**src/include/rsc_pkg.sv**
```systemverilog
// Constants, offsets and state codes of the reset source controller
package rsc_pkg;
    // ****************************************
    // Timing
    // ****************************************
    localparam int CLK_HZ = 20_000_000;
    localparam int CLK_PER_US = CLK_HZ / 1_000_000;
    localparam int INIT_TIME_US = 250;
    localparam int CRC_TIME_US_PER_KB = 500;
    localparam int SUT_STEP_TIME_US = 1000;
    localparam int INIT_CYCLES = INIT_TIME_US * CLK_PER_US;
    localparam int CRC_CYCLES_PER_KB = CRC_TIME_US_PER_KB * CLK_PER_US;
    localparam int SUT_STEP_CYCLES = SUT_STEP_TIME_US * CLK_PER_US;
    localparam logic [2:0] UNLOCK_WINDOW_CYCLES = 3'h4;

    // ****************************************
    // Register indices, byte address is four times the index
    // ****************************************
    localparam logic [9:0] REG_CAUSE_IDX = 10'h000;
    localparam logic [9:0] REG_SWRT_IDX = 10'h001;
    localparam logic [9:0] REG_UNLOCK_IDX = 10'h002;
    localparam logic [9:0] REG_STATUS_IDX = 10'h003;

    // ****************************************
    // Fields and reset values
    // ****************************************
    localparam int FLAG_POR = 0;
    localparam int FLAG_BOR = 1;
    localparam int FLAG_PIN = 2;
    localparam int FLAG_WDT = 3;
    localparam int FLAG_SW = 4;
    localparam int FLAG_DBG = 5;
    localparam int SWRT_GO_BIT = 0;
    localparam logic [5:0] CAUSE_RESET = 6'h01;
    localparam logic [7:0] IO_UNLOCK_KEY_DEFAULT = 8'hA5;

    // ****************************************
    // Sequencer states, Gray order hold-reload-init-run
    // ****************************************
    typedef enum logic [1:0] {
        RSC_HOLD = 2'h0,
        RSC_RELOAD = 2'h1,
        RSC_INIT = 2'h3,
        RSC_RUN = 2'h2
    } rsc_state_t;
endpackage : rsc_pkg

```
**src/include/rsc_tmr_if.sv**
```systemverilog
// Start, load and done link between sequencer and init timer
interface rsc_tmr_if;
    logic start;
    logic [31:0] load;
    logic done;
    modport ctl (output start, output load, input done);
    modport tmr (input start, input load, output done);
endinterface : rsc_tmr_if

```
**src/hw/rsc_timer.sv**
```systemverilog
// Down counter timing the internal initialization phase
module rsc_timer
    import rsc_pkg::*;
(
    input wire logic clk,
    input wire logic rst,
    rsc_tmr_if.tmr t
);
    // ****************************************
    // State
    // ****************************************
    typedef struct packed {
        logic [31:0] count;
        logic busy;
        logic done;
    } rsc_tmr_state_t;

    rsc_tmr_state_t r;
    rsc_tmr_state_t next_r;

    // Load on start, count down, done holds until next start
    always_comb
    begin
        next_r = r;
        if (t.start)
        begin
            next_r.count = t.load;
            next_r.busy = 1'b1;
            next_r.done = 1'b0;
        end
        else if (r.busy)
        begin
            // A zero load still takes one cycle
            if (r.count <= 32'h00000001)
            begin
                next_r.busy = 1'b0;
                next_r.done = 1'b1;
            end
            else
            begin
                next_r.count = r.count - 32'h00000001;
            end
        end
    end

    // State register
    always_ff @(posedge clk or posedge rst)
    begin
        if (rst)
            r <= '0;
        else
            r <= next_r;
    end

    assign t.done = r.done;
endmodule : rsc_timer

```
**src/hw/rsc_top.sv**
```systemverilog
// Reset source controller: source merge, init timing, cause flags, APB registers
//
// Summary of operation
// Debug reset spares debug port, override, brown-out config
// Debug reset comes only from debug port
// Fuse registers reload after every reset release
// Hold reset while any source is active
// Then run a 250 us initialization phase
// Startup fuse lengthens the initialization phase
// Boot CRC adds 500 us per kilobyte
// Works in active and all sleep modes
// Software reset needs unlock key within four cycles
// Locked writes accepted silently, value unchanged
// Writing one clears a cause flag
// Power-on clears all flags but its own
// Cause bits: 5 debug down to 0 power-on
// Only power-on flag until full boot completes
// Power-on flag cleared only by software
// Writing go bit starts software reset immediately
// Go bit never stored, reads zero
// Sw, pin, watchdog spare debug, override, brown-out
// Pin source only counts when fuse enables it
// Power-on resets all, brown-out spares its config
//
// Design decision made here: the APB slave port.
module rsc_top
    import rsc_pkg::*;
#(
    parameter int INIT_CYCLES_P = INIT_CYCLES,
    parameter logic [7:0] IO_UNLOCK_KEY = IO_UNLOCK_KEY_DEFAULT
)
(
    input wire logic clk,
    input wire logic rst,
    input wire logic psel,
    input wire logic penable,
    input wire logic pwrite,
    input wire logic [11:0] paddr,
    input wire logic [31:0] pwdata,
    output logic [31:0] prdata,
    output logic pready,
    output logic pslverr,
    input wire logic por_active,
    input wire logic bor_active,
    input wire logic reset_pin_n,
    input wire logic pin_reset_fuse,
    input wire logic wdt_reset_req,
    input wire logic dbg_reset_req,
    input wire logic [2:0] startup_delay_fuse,
    input wire logic [1:0] boot_crc_source_select,
    input wire logic [7:0] crc_check_kbytes,
    output logic core_reset,
    output logic timer_override_reset,
    output logic bod_config_reset,
    output logic debug_port_reset,
    output logic fuse_reload,
    output logic cpu_run
);
    // ****************************************
    // State
    // ****************************************
    typedef struct packed {
        rsc_state_t state;
        logic [5:0] cause;
        logic [5:0] src_q;
        logic boot_ok;
        logic [2:0] unlock_cnt;
        logic sw_req;
        logic start;
        logic [31:0] prdata;
        logic pready;
        logic pslverr;
        logic core_reset;
        logic tmr_reset;
        logic bod_reset;
        logic dbg_reset;
        logic fuse_reload;
        logic cpu_run;
    } rsc_top_state_t;

    rsc_top_state_t r;
    rsc_top_state_t next_r;
    rsc_tmr_if tif ();

    // Word index decode, misaligned or out of range gives an unmapped code
    function automatic logic [9:0] reg_index(input logic [11:0] a);
        reg_index = (a[1:0] == 2'h0) ? a[11:2] : 10'h3FF;
    endfunction : reg_index

    function automatic logic mapped(input logic [9:0] idx);
        mapped = (idx <= REG_STATUS_IDX);
    endfunction : mapped

    // ****************************************
    // Source gathering
    // ****************************************
    logic [5:0] src;
    logic any_src;
    logic [5:0] src_rise;
    logic [31:0] init_load;
    logic [31:0] crc_load;
    logic [9:0] idx;
    logic wr_acc;
    logic rd_setup;

    // Debug request pin only
    // Pin gated by fuse
    // Level sources held
    always_comb
    begin
        src = '0;
        src[FLAG_POR] = por_active;
        src[FLAG_BOR] = bor_active;
        src[FLAG_PIN] = pin_reset_fuse & ~reset_pin_n;
        src[FLAG_WDT] = wdt_reset_req;
        src[FLAG_SW] = r.sw_req;
        src[FLAG_DBG] = dbg_reset_req;
        any_src = |src;
        src_rise = src & ~r.src_q;
    end

    // Base init time
    // Startup fuse extension
    // CRC time per kilobyte
    always_comb
    begin
        crc_load = 32'(crc_check_kbytes) * 32'(CRC_CYCLES_PER_KB);
        if (boot_crc_source_select == 2'h0)
            crc_load = '0;
        init_load = 32'(INIT_CYCLES_P) + 32'(startup_delay_fuse) * 32'(SUT_STEP_CYCLES) + crc_load;
    end

    // Bus phase qualifiers
    assign idx = reg_index(paddr);
    assign wr_acc = psel & penable & r.pready & pwrite;
    assign rd_setup = psel & ~penable;

    // ****************************************
    // Next state
    // ****************************************
    // No sleep or clock gate input; always running
    always_comb
    begin
        next_r = r;
        next_r.src_q = src;
        next_r.sw_req = 1'b0;
        next_r.start = 1'b0;
        next_r.fuse_reload = 1'b0;

        // Unlock window counts down each cycle
        if (r.unlock_cnt != 3'h0)
            next_r.unlock_cnt = r.unlock_cnt - 3'h1;

        // Register writes take effect at the access edge
        if (wr_acc)
        begin
            if (idx == REG_UNLOCK_IDX)
            begin
                if (pwdata[7:0] == IO_UNLOCK_KEY)
                    next_r.unlock_cnt = UNLOCK_WINDOW_CYCLES;
            end
            else if (idx == REG_SWRT_IDX)
            begin
                // Needs open window
                // Locked write dropped
                // Go bit fires
                if ((r.unlock_cnt != 3'h0) && pwdata[SWRT_GO_BIT])
                    next_r.sw_req = 1'b1;
                if (r.unlock_cnt != 3'h0)
                    next_r.unlock_cnt = 3'h0;
            end
        end

        // Cause flags, a new event wins over a clear in the same cycle
        // Write one clears
        if (wr_acc && (idx == REG_CAUSE_IDX))
            next_r.cause = r.cause & ~pwdata[5:0];
        // Flag per source
        // Held off until boot done
        if (r.boot_ok)
            next_r.cause = next_r.cause | (src_rise & ~CAUSE_RESET);
        // Power-on clears others
        // Power-on flag only set here
        if (por_active)
        begin
            next_r.cause = CAUSE_RESET;
            next_r.boot_ok = 1'b0;
        end

        // Sequencer
        unique case (r.state)
            RSC_HOLD:
            begin
                // Wait for all sources released
                if (!any_src)
                begin
                    next_r.state = RSC_RELOAD;
                    next_r.start = 1'b1;
                    // Fuse reload pulse
                    next_r.fuse_reload = 1'b1;
                end
            end
            RSC_RELOAD:
            begin
                next_r.state = RSC_INIT;
            end
            RSC_INIT:
            begin
                // Leave after timer expiry
                if (tif.done)
                begin
                    next_r.state = RSC_RUN;
                    next_r.boot_ok = ~por_active;
                end
            end
            RSC_RUN:
            begin
            end
        endcase
        // Any source aborts the sequence and restarts it
        if (any_src)
            next_r.state = RSC_HOLD;

        // Core reset and run registered from the next state, other resets from the supply sources
        // Core reset covers sw, pin, watchdog
        // Debug reset core only
        next_r.core_reset = (next_r.state != RSC_RUN);
        next_r.cpu_run = (next_r.state == RSC_RUN);
        // Brown-out spares its config
        next_r.tmr_reset = por_active | bor_active;
        next_r.dbg_reset = por_active | bor_active;
        next_r.bod_reset = por_active;

        // Read data and answer prepared in setup so access has no wait
        next_r.pready = rd_setup;
        next_r.pslverr = rd_setup & ~mapped(idx);
        next_r.prdata = '0;
        if (rd_setup && !pwrite)
        begin
            unique case (idx)
                REG_CAUSE_IDX: next_r.prdata[5:0] = r.cause;
                // Go bit reads zero
                REG_SWRT_IDX: next_r.prdata = '0;
                REG_UNLOCK_IDX: next_r.prdata = '0;
                REG_STATUS_IDX: next_r.prdata[5:0] = {r.boot_ok, r.unlock_cnt, r.state};
                default: next_r.prdata = '0;
            endcase
        end
    end

    // ****************************************
    // Registers
    // ****************************************
    // Power-up state: holding, power-on flag set, every reset asserted
    always_ff @(posedge clk or posedge rst)
    begin
        if (rst)
        begin
            r <= '0;
            r.state <= RSC_HOLD;
            r.cause <= CAUSE_RESET;
            r.core_reset <= 1'b1;
            r.tmr_reset <= 1'b1;
            r.bod_reset <= 1'b1;
            r.dbg_reset <= 1'b1;
        end
        else
        begin
            r <= next_r;
        end
    end

    // ****************************************
    // Init timer
    // ****************************************
    assign tif.start = r.start;
    assign tif.load = init_load;

    rsc_timer u_timer (
        .clk (clk),
        .rst (rst),
        .t (tif.tmr)
    );

    // Outputs straight from state flops
    assign prdata = r.prdata;
    assign pready = r.pready;
    assign pslverr = r.pslverr;
    assign core_reset = r.core_reset;
    assign timer_override_reset = r.tmr_reset;
    assign bod_config_reset = r.bod_reset;
    assign debug_port_reset = r.dbg_reset;
    assign fuse_reload = r.fuse_reload;
    assign cpu_run = r.cpu_run;
endmodule : rsc_top

```
**config.mk**
```make
export PLATFORM = sky130hd
export DESIGN_NAME = rsc_top
export DESIGN_NICKNAME = d
export VERILOG_FILES = /design/src/include/rsc_pkg.sv /design/src/include/rsc_tmr_if.sv /design/src/hw/rsc_timer.sv /design/src/hw/rsc_top.sv
export SDC_FILE = /design/constraint.sdc
export NUM_CORES = 1
export LEC_CHECK = 0
export BUFFER_PORTS_ARGS = -buffer_cell sky130_fd_sc_hd__buf_4
export CELL_PAD_IN_SITES_DETAIL_PLACEMENT = 1
export CELL_PAD_IN_SITES_GLOBAL_PLACEMENT = 1
export CORE_MARGIN = 3
export CORE_UTILIZATION = 39
export DETAILED_ROUTE_END_ITERATION = 10
export GPL_TIMING_DRIVEN = 0
export PLACE_DENSITY = 0.81
export SYNTH_ARGS = -nofsm -noshare
export SYNTH_HDL_FRONTEND = slang
export SYNTH_HIERARCHICAL = 1
export SYNTH_SLANG_ARGS = --single-unit
```
**constraint.sdc**
```tcl
create_clock -name clk -period 2.7 [get_ports clk]
set_input_delay 0.27 -clock clk [delete_from_list [all_inputs] [get_ports clk]]
set_output_delay 0.27 -clock clk [all_outputs]
set_load 0.05 [all_outputs]
```
==> out/metrics.yaml, run 1 <==
status: "complete, but fails checks"
violations: "setup timing"
max_freq_mhz: 209
wirelength_um: 19700
grt_overflow: 0
die_w_um: 128
setup_ws_ns: -2.08
hold_violations: 0
yosysWarnings: 6
slowest_stage: "fa_1"
critPathMaxFanout: 5
largest_register_ffs: 33
core_area_sq_um: 14200
min_to: "bod_config_reset"
cap_viol_max_count: 0
synthArstFlopShare_pct: 100
seq_area_sq_um: 1630
drcViolationCount: 0
synth-seq-cells: 65
diodes: 0
yosysSeqAreaShare_pct: 28.1
period_needed_ns: 4.78
setup_viol: 16
grt_usage_pct: 22.9
arrival_ns: 5.04
io_buffers: 57
cts_tree: "built"
ys_top_cells_by_count: "ha_1, nor2_1, inv_1, dfrtp_1, nand2_1"
ir_worst_vdd_uv: 573
initial_core_util_pct: 40.8
r2r_cells: 6
netlist_area_sq_um: 5800
r2r_setup_slack_ns: -0.07
multi_input_area_sq_um: 4330
synth_edf_count: 0
synth.most_common_cell: "ha_1"
io_pins: 108
cts_num_sinks: 65
dpl_cell_area_sq_um: 6820
syn-instance-count: 656
layout-drive-gt1-share_pct: 32.1
antenna_found_initial: 0
rsz0062_at_grt: "true"
yosysTopAreaCell: "dfrtp_1"
die_h_um: 128
finClkSkew_ns: 0.00616
clkSlewWorstSetupHoldPaths_ns: 0.06
n_fill_cell: 1661
p_per_area_nw_per_um2: 1010
fin_nets: 966
crit_type: "input pin to flop"
top_register: "u_timer/r"
cp-end-kind: "flop"
p_leak_nw: 3.76
detail-route-antenna-nets: 0
place.gp.congestion: 0.839
num_vias: 5527
whs_path_depth: 1
dp_slack_ns: -2.54
yosys-top-cells-area: "dfrtp_1, ha_1, fa_1"
r2r-start: "u_timer/r[18]"
h-tree-depth: 3
startpoint_type: "input pin"
cts_buffer_depth: 2
wl_per_cell_um: 19.8
hpwlAfterDp_um: 13000
crit_top_cell: "ha_4"
yosysTopAreaCellShare_pct: 26.3
ys.flop_type: "dfrtp_1"
grt_max_degree: 32
slew_headroom_pct: 22.4
hold_start: "por_active"
insertion_delay_ns: 0.33
synth.avg_cell_area_sq_um: 8.84
grt_pass1_vias: 6099
fin_crit_sh_pct: 177
fin_area_sq_um: 7950
dr.pass1.iters: 4
worstPathRequired_ns: 2.95
syn_to_final_growth_pct: 37.0
grt_pass1_wl_um: 30200
tightest_slew_ns: 1.16
cts_buffers: 9
drtIter0Drc: 339
drv_slew: 0
ys_types: 66
holdCritPathClass: "input pin to flop"
vias_per_cell: 5.57
slowest_delay_ns: 0.57
std_cell_rows: 43
r2r-end: "u_timer/r[33]"
cts_hold_buf: 0
dieArea_sq_um: 16400
cts_root_buf: "clkbuf_16"
-- cells by family (layout without fill, tap and decap cells) --
| logic type | count (synthesis) | in the layout | share of synthesized area (%) |
|---|---|---|---|
| buffers and inverters | 116 | 236 | 9.83 |
| XOR/XNOR | 33 | 33 | 4.98 |
| flip-flops | 65 | 65 | 28.1 |
| other | 2 | 39 | 0.129 |
| AND/OR/NAND/NOR | 223 | 223 | 19.7 |
| multiplexers | 1 | 1 | 0.194 |
| adder cells (fa/ha/maj) | 90 | 90 | 21.5 |
| AO/OA/AOI/OAI | 126 | 126 | 15.6 |
-- metal layers --
layer / part of all wire (%) / up-vias / wire length, um / global-route usage (%)
met5: 0 / - / 0 / 0
met4: 2.7 / 0 / 534 / 9.36
met3: 3.5 / 45 / 694 / 2.96
met2: 56 / 148 / 10900 / 42.4
met1: 38 / 2784 / 7530 / 26.3
li1: - / 2550 / - / -
-- worst max-delay path by stage --
stage	from	endpoint	slack [ns]	cells after the start
2_1_floorplan	crc_check_kbytes[5]	u_timer/r[23]	-1.89	21
3_3_place_gp	crc_check_kbytes[2]	u_timer/r[24]	-2.42	24
3_5_place_dp	crc_check_kbytes[2]	u_timer/r[23]	-2.54	23
4_1_cts	crc_check_kbytes[2]	u_timer/r[23]	-1.99	24
5_1_grt	crc_check_kbytes[2]	u_timer/r[23]	-2.26	23
6_report	crc_check_kbytes[2]	u_timer/r[20]	-2.08	25
-- critical path: cells and delay by family --
| family | cells | cell delay, ns |
|---|---|---|
| fa+ha+maj | 7 | 2.33 |
| buf+inv | 5 | 0.48 |
| simple gates | 4 | 0.37 |
| compound gates | 7 | 1.28 |
| xor+xnor | 2 | 0.30 |
-- report_power, final --
| group | total, mW | leakage, nW | internal, mW | switching [mW] |
|---|---|---|---|---|
| logic | 5.29 | 2.81 | 2.69 | 2.60 |
| registers | 1.49 | 0.799 | 1.21 | 0.280 |
| clock network | 1.26 | 0.155 | 0.808 | 0.450 |
| total | 8.03 | 3.76 | 4.70 | 3.33 |
-- cell type report --
class                           count  share of cell area, %
Multi-Input combinational cell    512                   54.4
Sequential cell                    65                   20.5
Timing Repair Buffer              104                   10.8
Buffer                             51                   4.31
Inverter                           65                   3.07
Clock buffer                        9                   2.83
Tap cell                          180                   2.83
Clock inverter                      7                   1.20
-- what timing repair did --
action	CTS	global route
setup endpoints to repair	26	30
buffers inserted	30	15
pin swaps	49	55
resized for setup	52	40
gates cloned	1	0
-- stage by stage --
stage	utilization, %	hold slack, ns	cells	TNS [ns]	total power [mW]
after detailed placement	48.0	0.396	931	-29.84	4.86
final	56.0	0.0605	993	-19.98	8.03
after global routing	56.0	0.0465	993	-22.01	8.49
after floorplan	-	0.274	693	-16.36	4.06
after CTS	53.7	0.0543	978	-18.96	7.10
after global placement	47.8	0.387	930	-26.83	4.63
-- placed cells by master, fill, tap and decap left out, types with 12 or more instances in the layout --
master | synthesis | final
buf_4 | 33 | 126
nor2_1 | 67 | 64
dfrtp_1 | 61 | 60
inv_1 | 65 | 59
ha_1 | 74 | 56
nand2_1 | 48 | 45
conb_1 | 2 | 39
xnor2_1 | 26 | 17
ha_4 | 0 | 17
a31oi_1 | 16 | 16
fa_1 | 16 | 14
or4_1 | 17 | 14
a21oi_1 | 22 | 12
clkbuf_1 | 13 | 12
No activity file was read; power rests on OpenSTA's default activity.
==> run 2: changes to the inputs <==
--- a/config.mk
+++ b/config.mk
@@ -5,14 +5,16 @@
 export SDC_FILE = /design/constraint.sdc
 export NUM_CORES = 1
 export LEC_CHECK = 0
+export ABC_AREA = 1
 export BUFFER_PORTS_ARGS = -buffer_cell sky130_fd_sc_hd__buf_4
 export CELL_PAD_IN_SITES_DETAIL_PLACEMENT = 1
 export CELL_PAD_IN_SITES_GLOBAL_PLACEMENT = 1
 export CORE_MARGIN = 3
-export CORE_UTILIZATION = 39
+export CORE_UTILIZATION = 38
 export DETAILED_ROUTE_END_ITERATION = 10
 export GPL_TIMING_DRIVEN = 0
-export PLACE_DENSITY = 0.81
+export PLACE_DENSITY = 0.82
+export SETUP_SLACK_MARGIN = 0.15
 export SYNTH_ARGS = -nofsm -noshare
 export SYNTH_HDL_FRONTEND = slang
 export SYNTH_HIERARCHICAL = 1
==> run 2 against run 1 <==
The flow still finishes with violations (setup timing). Register-to-register slack better by 0.74 ns. Non-clock buffer count down 12. Flip-flop and latch count unchanged. Synthesized area up 12%. Routed wire length up 12%. Sequential power about the same. Combinational power up 8.5%. Critical endpoint is now u_timer/r[22].
==> out/metrics.yaml, run 2 <==
status: "complete, but fails checks"
violations: "setup timing"
grt_pass1_wl_um: 33100  # +9.9%
rsz0062_at_grt: "true"
h-tree-depth: 3  # unchanged
p_per_area_nw_per_um2: 995  # -1.5%
fin_nets: 1215  # +26%
synth_edf_count: 0  # unchanged
worstSetupEndpoint: "u_timer/r[22]"
period_needed_ns: 4.71  # -0.0705 ns
drv_slew: 0  # unchanged
cts_root_buf: "clkbuf_16"
syn_to_final_growth_pct: 31.8
drcViolationCount: 0  # unchanged
seq_area_sq_um: 1630  # about the same
synthArstFlopShare_pct: 100  # unchanged
io_pins: 108  # unchanged
crit_type: "input pin to flop"
r2r-end: "u_timer/r[16]"
crit_buf_inv: 12  # +7
r2r_cells: 11  # +5
arrival_ns: 4.99  # -0.05 ns
dieArea_sq_um: 18800  # +15%
wirelength_um: 22100  # +12%
synth-seq-cells: 65  # unchanged
clkSlewWorstSetupHoldPaths_ns: 0.06  # about the same
diodes: 0  # unchanged
startpoint_type: "input pin"
top_register: "u_timer/r"
tns_ns: -18.35  # +1.63 ns
synth.avg_cell_area_sq_um: 7.12  # -20%
fin_crit_sh_pct: 175  # -2.6 points
hpwlAfterDp_um: 14600  # +12%
grt_max_degree: 35  # +9.4%
slew_headroom_pct: 23.2  # +0.78 points
worst-path-stages: 30  # +20%
setup_ws_ns: -2.01  # +0.0705 ns
path_delay_family: "adder cells"
grt_overflow: 0  # unchanged
multi_input_area_sq_um: 4730  # +9.4%
critPathMaxFanout: 5  # unchanged
ys.flop_type: "dfrtp_1"
p_switching_mw: 4.09  # +23%
yosysTopAreaCellShare_pct: 23.4  # -2.9 points
p_leak_nw: 4.46  # +18%
stdcell_count: 1282  # +29%
yosys-top-cells-area: "dfrtp_1, ha_1, nand2_1"
syn-instance-count: 916  # +40%
die_w_um: 137  # +7.0%
place.gp.congestion: 0.854  # +1.8%
critPathLaunch: "crc_check_kbytes[5]"
initial_core_util_pct: 39.0  # -1.8 points
clkPwrFrac_pct: 15.2  # -0.5 points
total_power_mw: 8.55  # +6.5%
core_area_sq_um: 16700  # +18%
ys_top_cells_by_count: "nand2_1, inv_1, nand3_1, nor2_1, ha_1"
num_vias: 6575  # +19%
drtIter0Drc: 325  # -4.1%
intPower_mw: 4.46  # -5.1%
max_freq_mhz: 212  # +1.5%
power_frac_comb_pct: 67.1  # +1.3 points
ir_worst_vdd_uv: 363  # -37%
holdCritPathClass: "input pin to flop"
cts_tree: "built"
r2r_setup_slack_ns: 0.67  # +0.74 ns
dp_slack_ns: -2.30  # +0.248 ns
share_seq_of_total_power_pct: 17.7  # -0.8 points
cap_viol_max_count: 0  # unchanged
wl_per_cell_um: 17.2  # -13%
tightest_slew_ns: 1.15  # -0.0117 ns
ys_types: 40  # -39%
yosysSeqAreaShare_pct: 25.0  # -3.1 points
r2r-start: "u_timer/r[2]"
largest_register_ffs: 33  # unchanged
grt_usage_pct: 22.0  # -0.84 points
vias_per_cell: 5.13  # -7.9%
layout-drive-gt1-share_pct: 25.0  # -7.2 points
detail-route-antenna-nets: 0  # unchanged
slowest_delay_ns: 0.52  # -0.05 ns
fin_util_pct: 51.5  # -4.5 points
worstPathRequired_ns: 2.98  # +0.03 ns
cts_num_sinks: 65  # unchanged
place_inst: 1230  # +32%
n_fill_cell: 2120  # +28%
cts_buffers: 9  # unchanged
insertion_delay_ns: 0.34  # about the same
yosysTopAreaCell: "dfrtp_1"
synth.most_common_cell: "nand2_1"
dr.pass1.iters: 5  # +1
netlist_area_sq_um: 6520  # +12%
hold_violations: 0  # unchanged
sw_frac_of_total_pct: 47.8  # +6.4 points
slowest_stage: "fa_1"
finClkSkew_ns: 0.00296  # -0.00319 ns
std_cell_rows: 47  # +9.3%
die_h_um: 137  # +7.0%
final_cell_mix: "nand2_1, inv_1, buf_4"
yosysWarnings: 6  # unchanged
cts_hold_buf: 0  # unchanged
antenna_found_initial: 0  # unchanged
cts_buffer_depth: 2  # unchanged
cp-end-kind: "flop"
io_buffers: 57  # unchanged
setup_viol: 13  # -3
final_common_cell: "nand2_1"
grt_pass1_vias: 6738  # +10%
==> run 2: area by class of cell <==
| cell class | instances | share of cell area, % |
|---|---|---|
| Clock inverter | 6 | 1.05 |
| Timing Repair Buffer | 93 | 8.81 |
| Sequential cell | 65 | 19.0 |
| Buffer | 50 | 4.16 |
| Clock buffer | 10 | 2.78 |
| Tap cell | 220 | 3.20 |
| Inverter | 135 | 5.93 |
| Multi-Input combinational cell | 703 | 55.1 |
==> run 2: worst min path at each step <==
stage               startpoint                to  depth (start not counted)
detailed placement  por_active  bod_config_reset                          1
floorplan           por_active  bod_config_reset                          0
global placement    por_active  bod_config_reset                          1
CTS                 por_active  bod_config_reset                          1
finish              por_active  bod_config_reset                          1
global route        por_active  bod_config_reset                          1
==> run 2: cell families after synthesis <==
kind of cell               share of synthesized area (%)
AOI/OAI and AO/OA                                   7.49
buffers and inverters                               13.3
DFF                                                 25.0
adders and majority gates                           19.1
and+or+nand+nor                                     31.8
xor gates and xnor gates                            3.23
other                                              0.115
==> run 2: power by group through the flow <==
| stage | sequential (mW) | clock, mW | combinational, mW |
|---|---|---|---|
| after floorplan | 1.44 | 0 | 3.35 |
| after global placement | 1.50 | 0 | 4.10 |
| after detailed placement | 1.51 | 0 | 4.25 |
| after CTS | 1.50 | 1.32 | 4.77 |
| after global routing | 1.54 | 1.36 | 6.28 |
| final | 1.51 | 1.30 | 5.74 |
==> run 2: per-layer routing <==
metal  track usage [%]  up-vias  routed length, um
li1                  -     3151                  -
met1              28.1     3216               9270
met2              39.3      163              11300
met3              3.09       45                971
met4              4.99        0                545
met5                 0        -                  0
==> run 2: what timing repair did <==
item	4_1_cts	5_1_grt
endpoints found under the setup margin	13	13
gates resized for setup	32	60
pin swaps	11	27
buffers inserted	29	7
==> run 2: through the flow <==
step	hold WS, ns	cell area [sq um]
after floorplan	0.274	6910
after global placement	0.389	7610
after detailed placement	0.388	7610
after CTS	0.0370	8290
after global routing	0.0374	8590
final	0.0474	8590
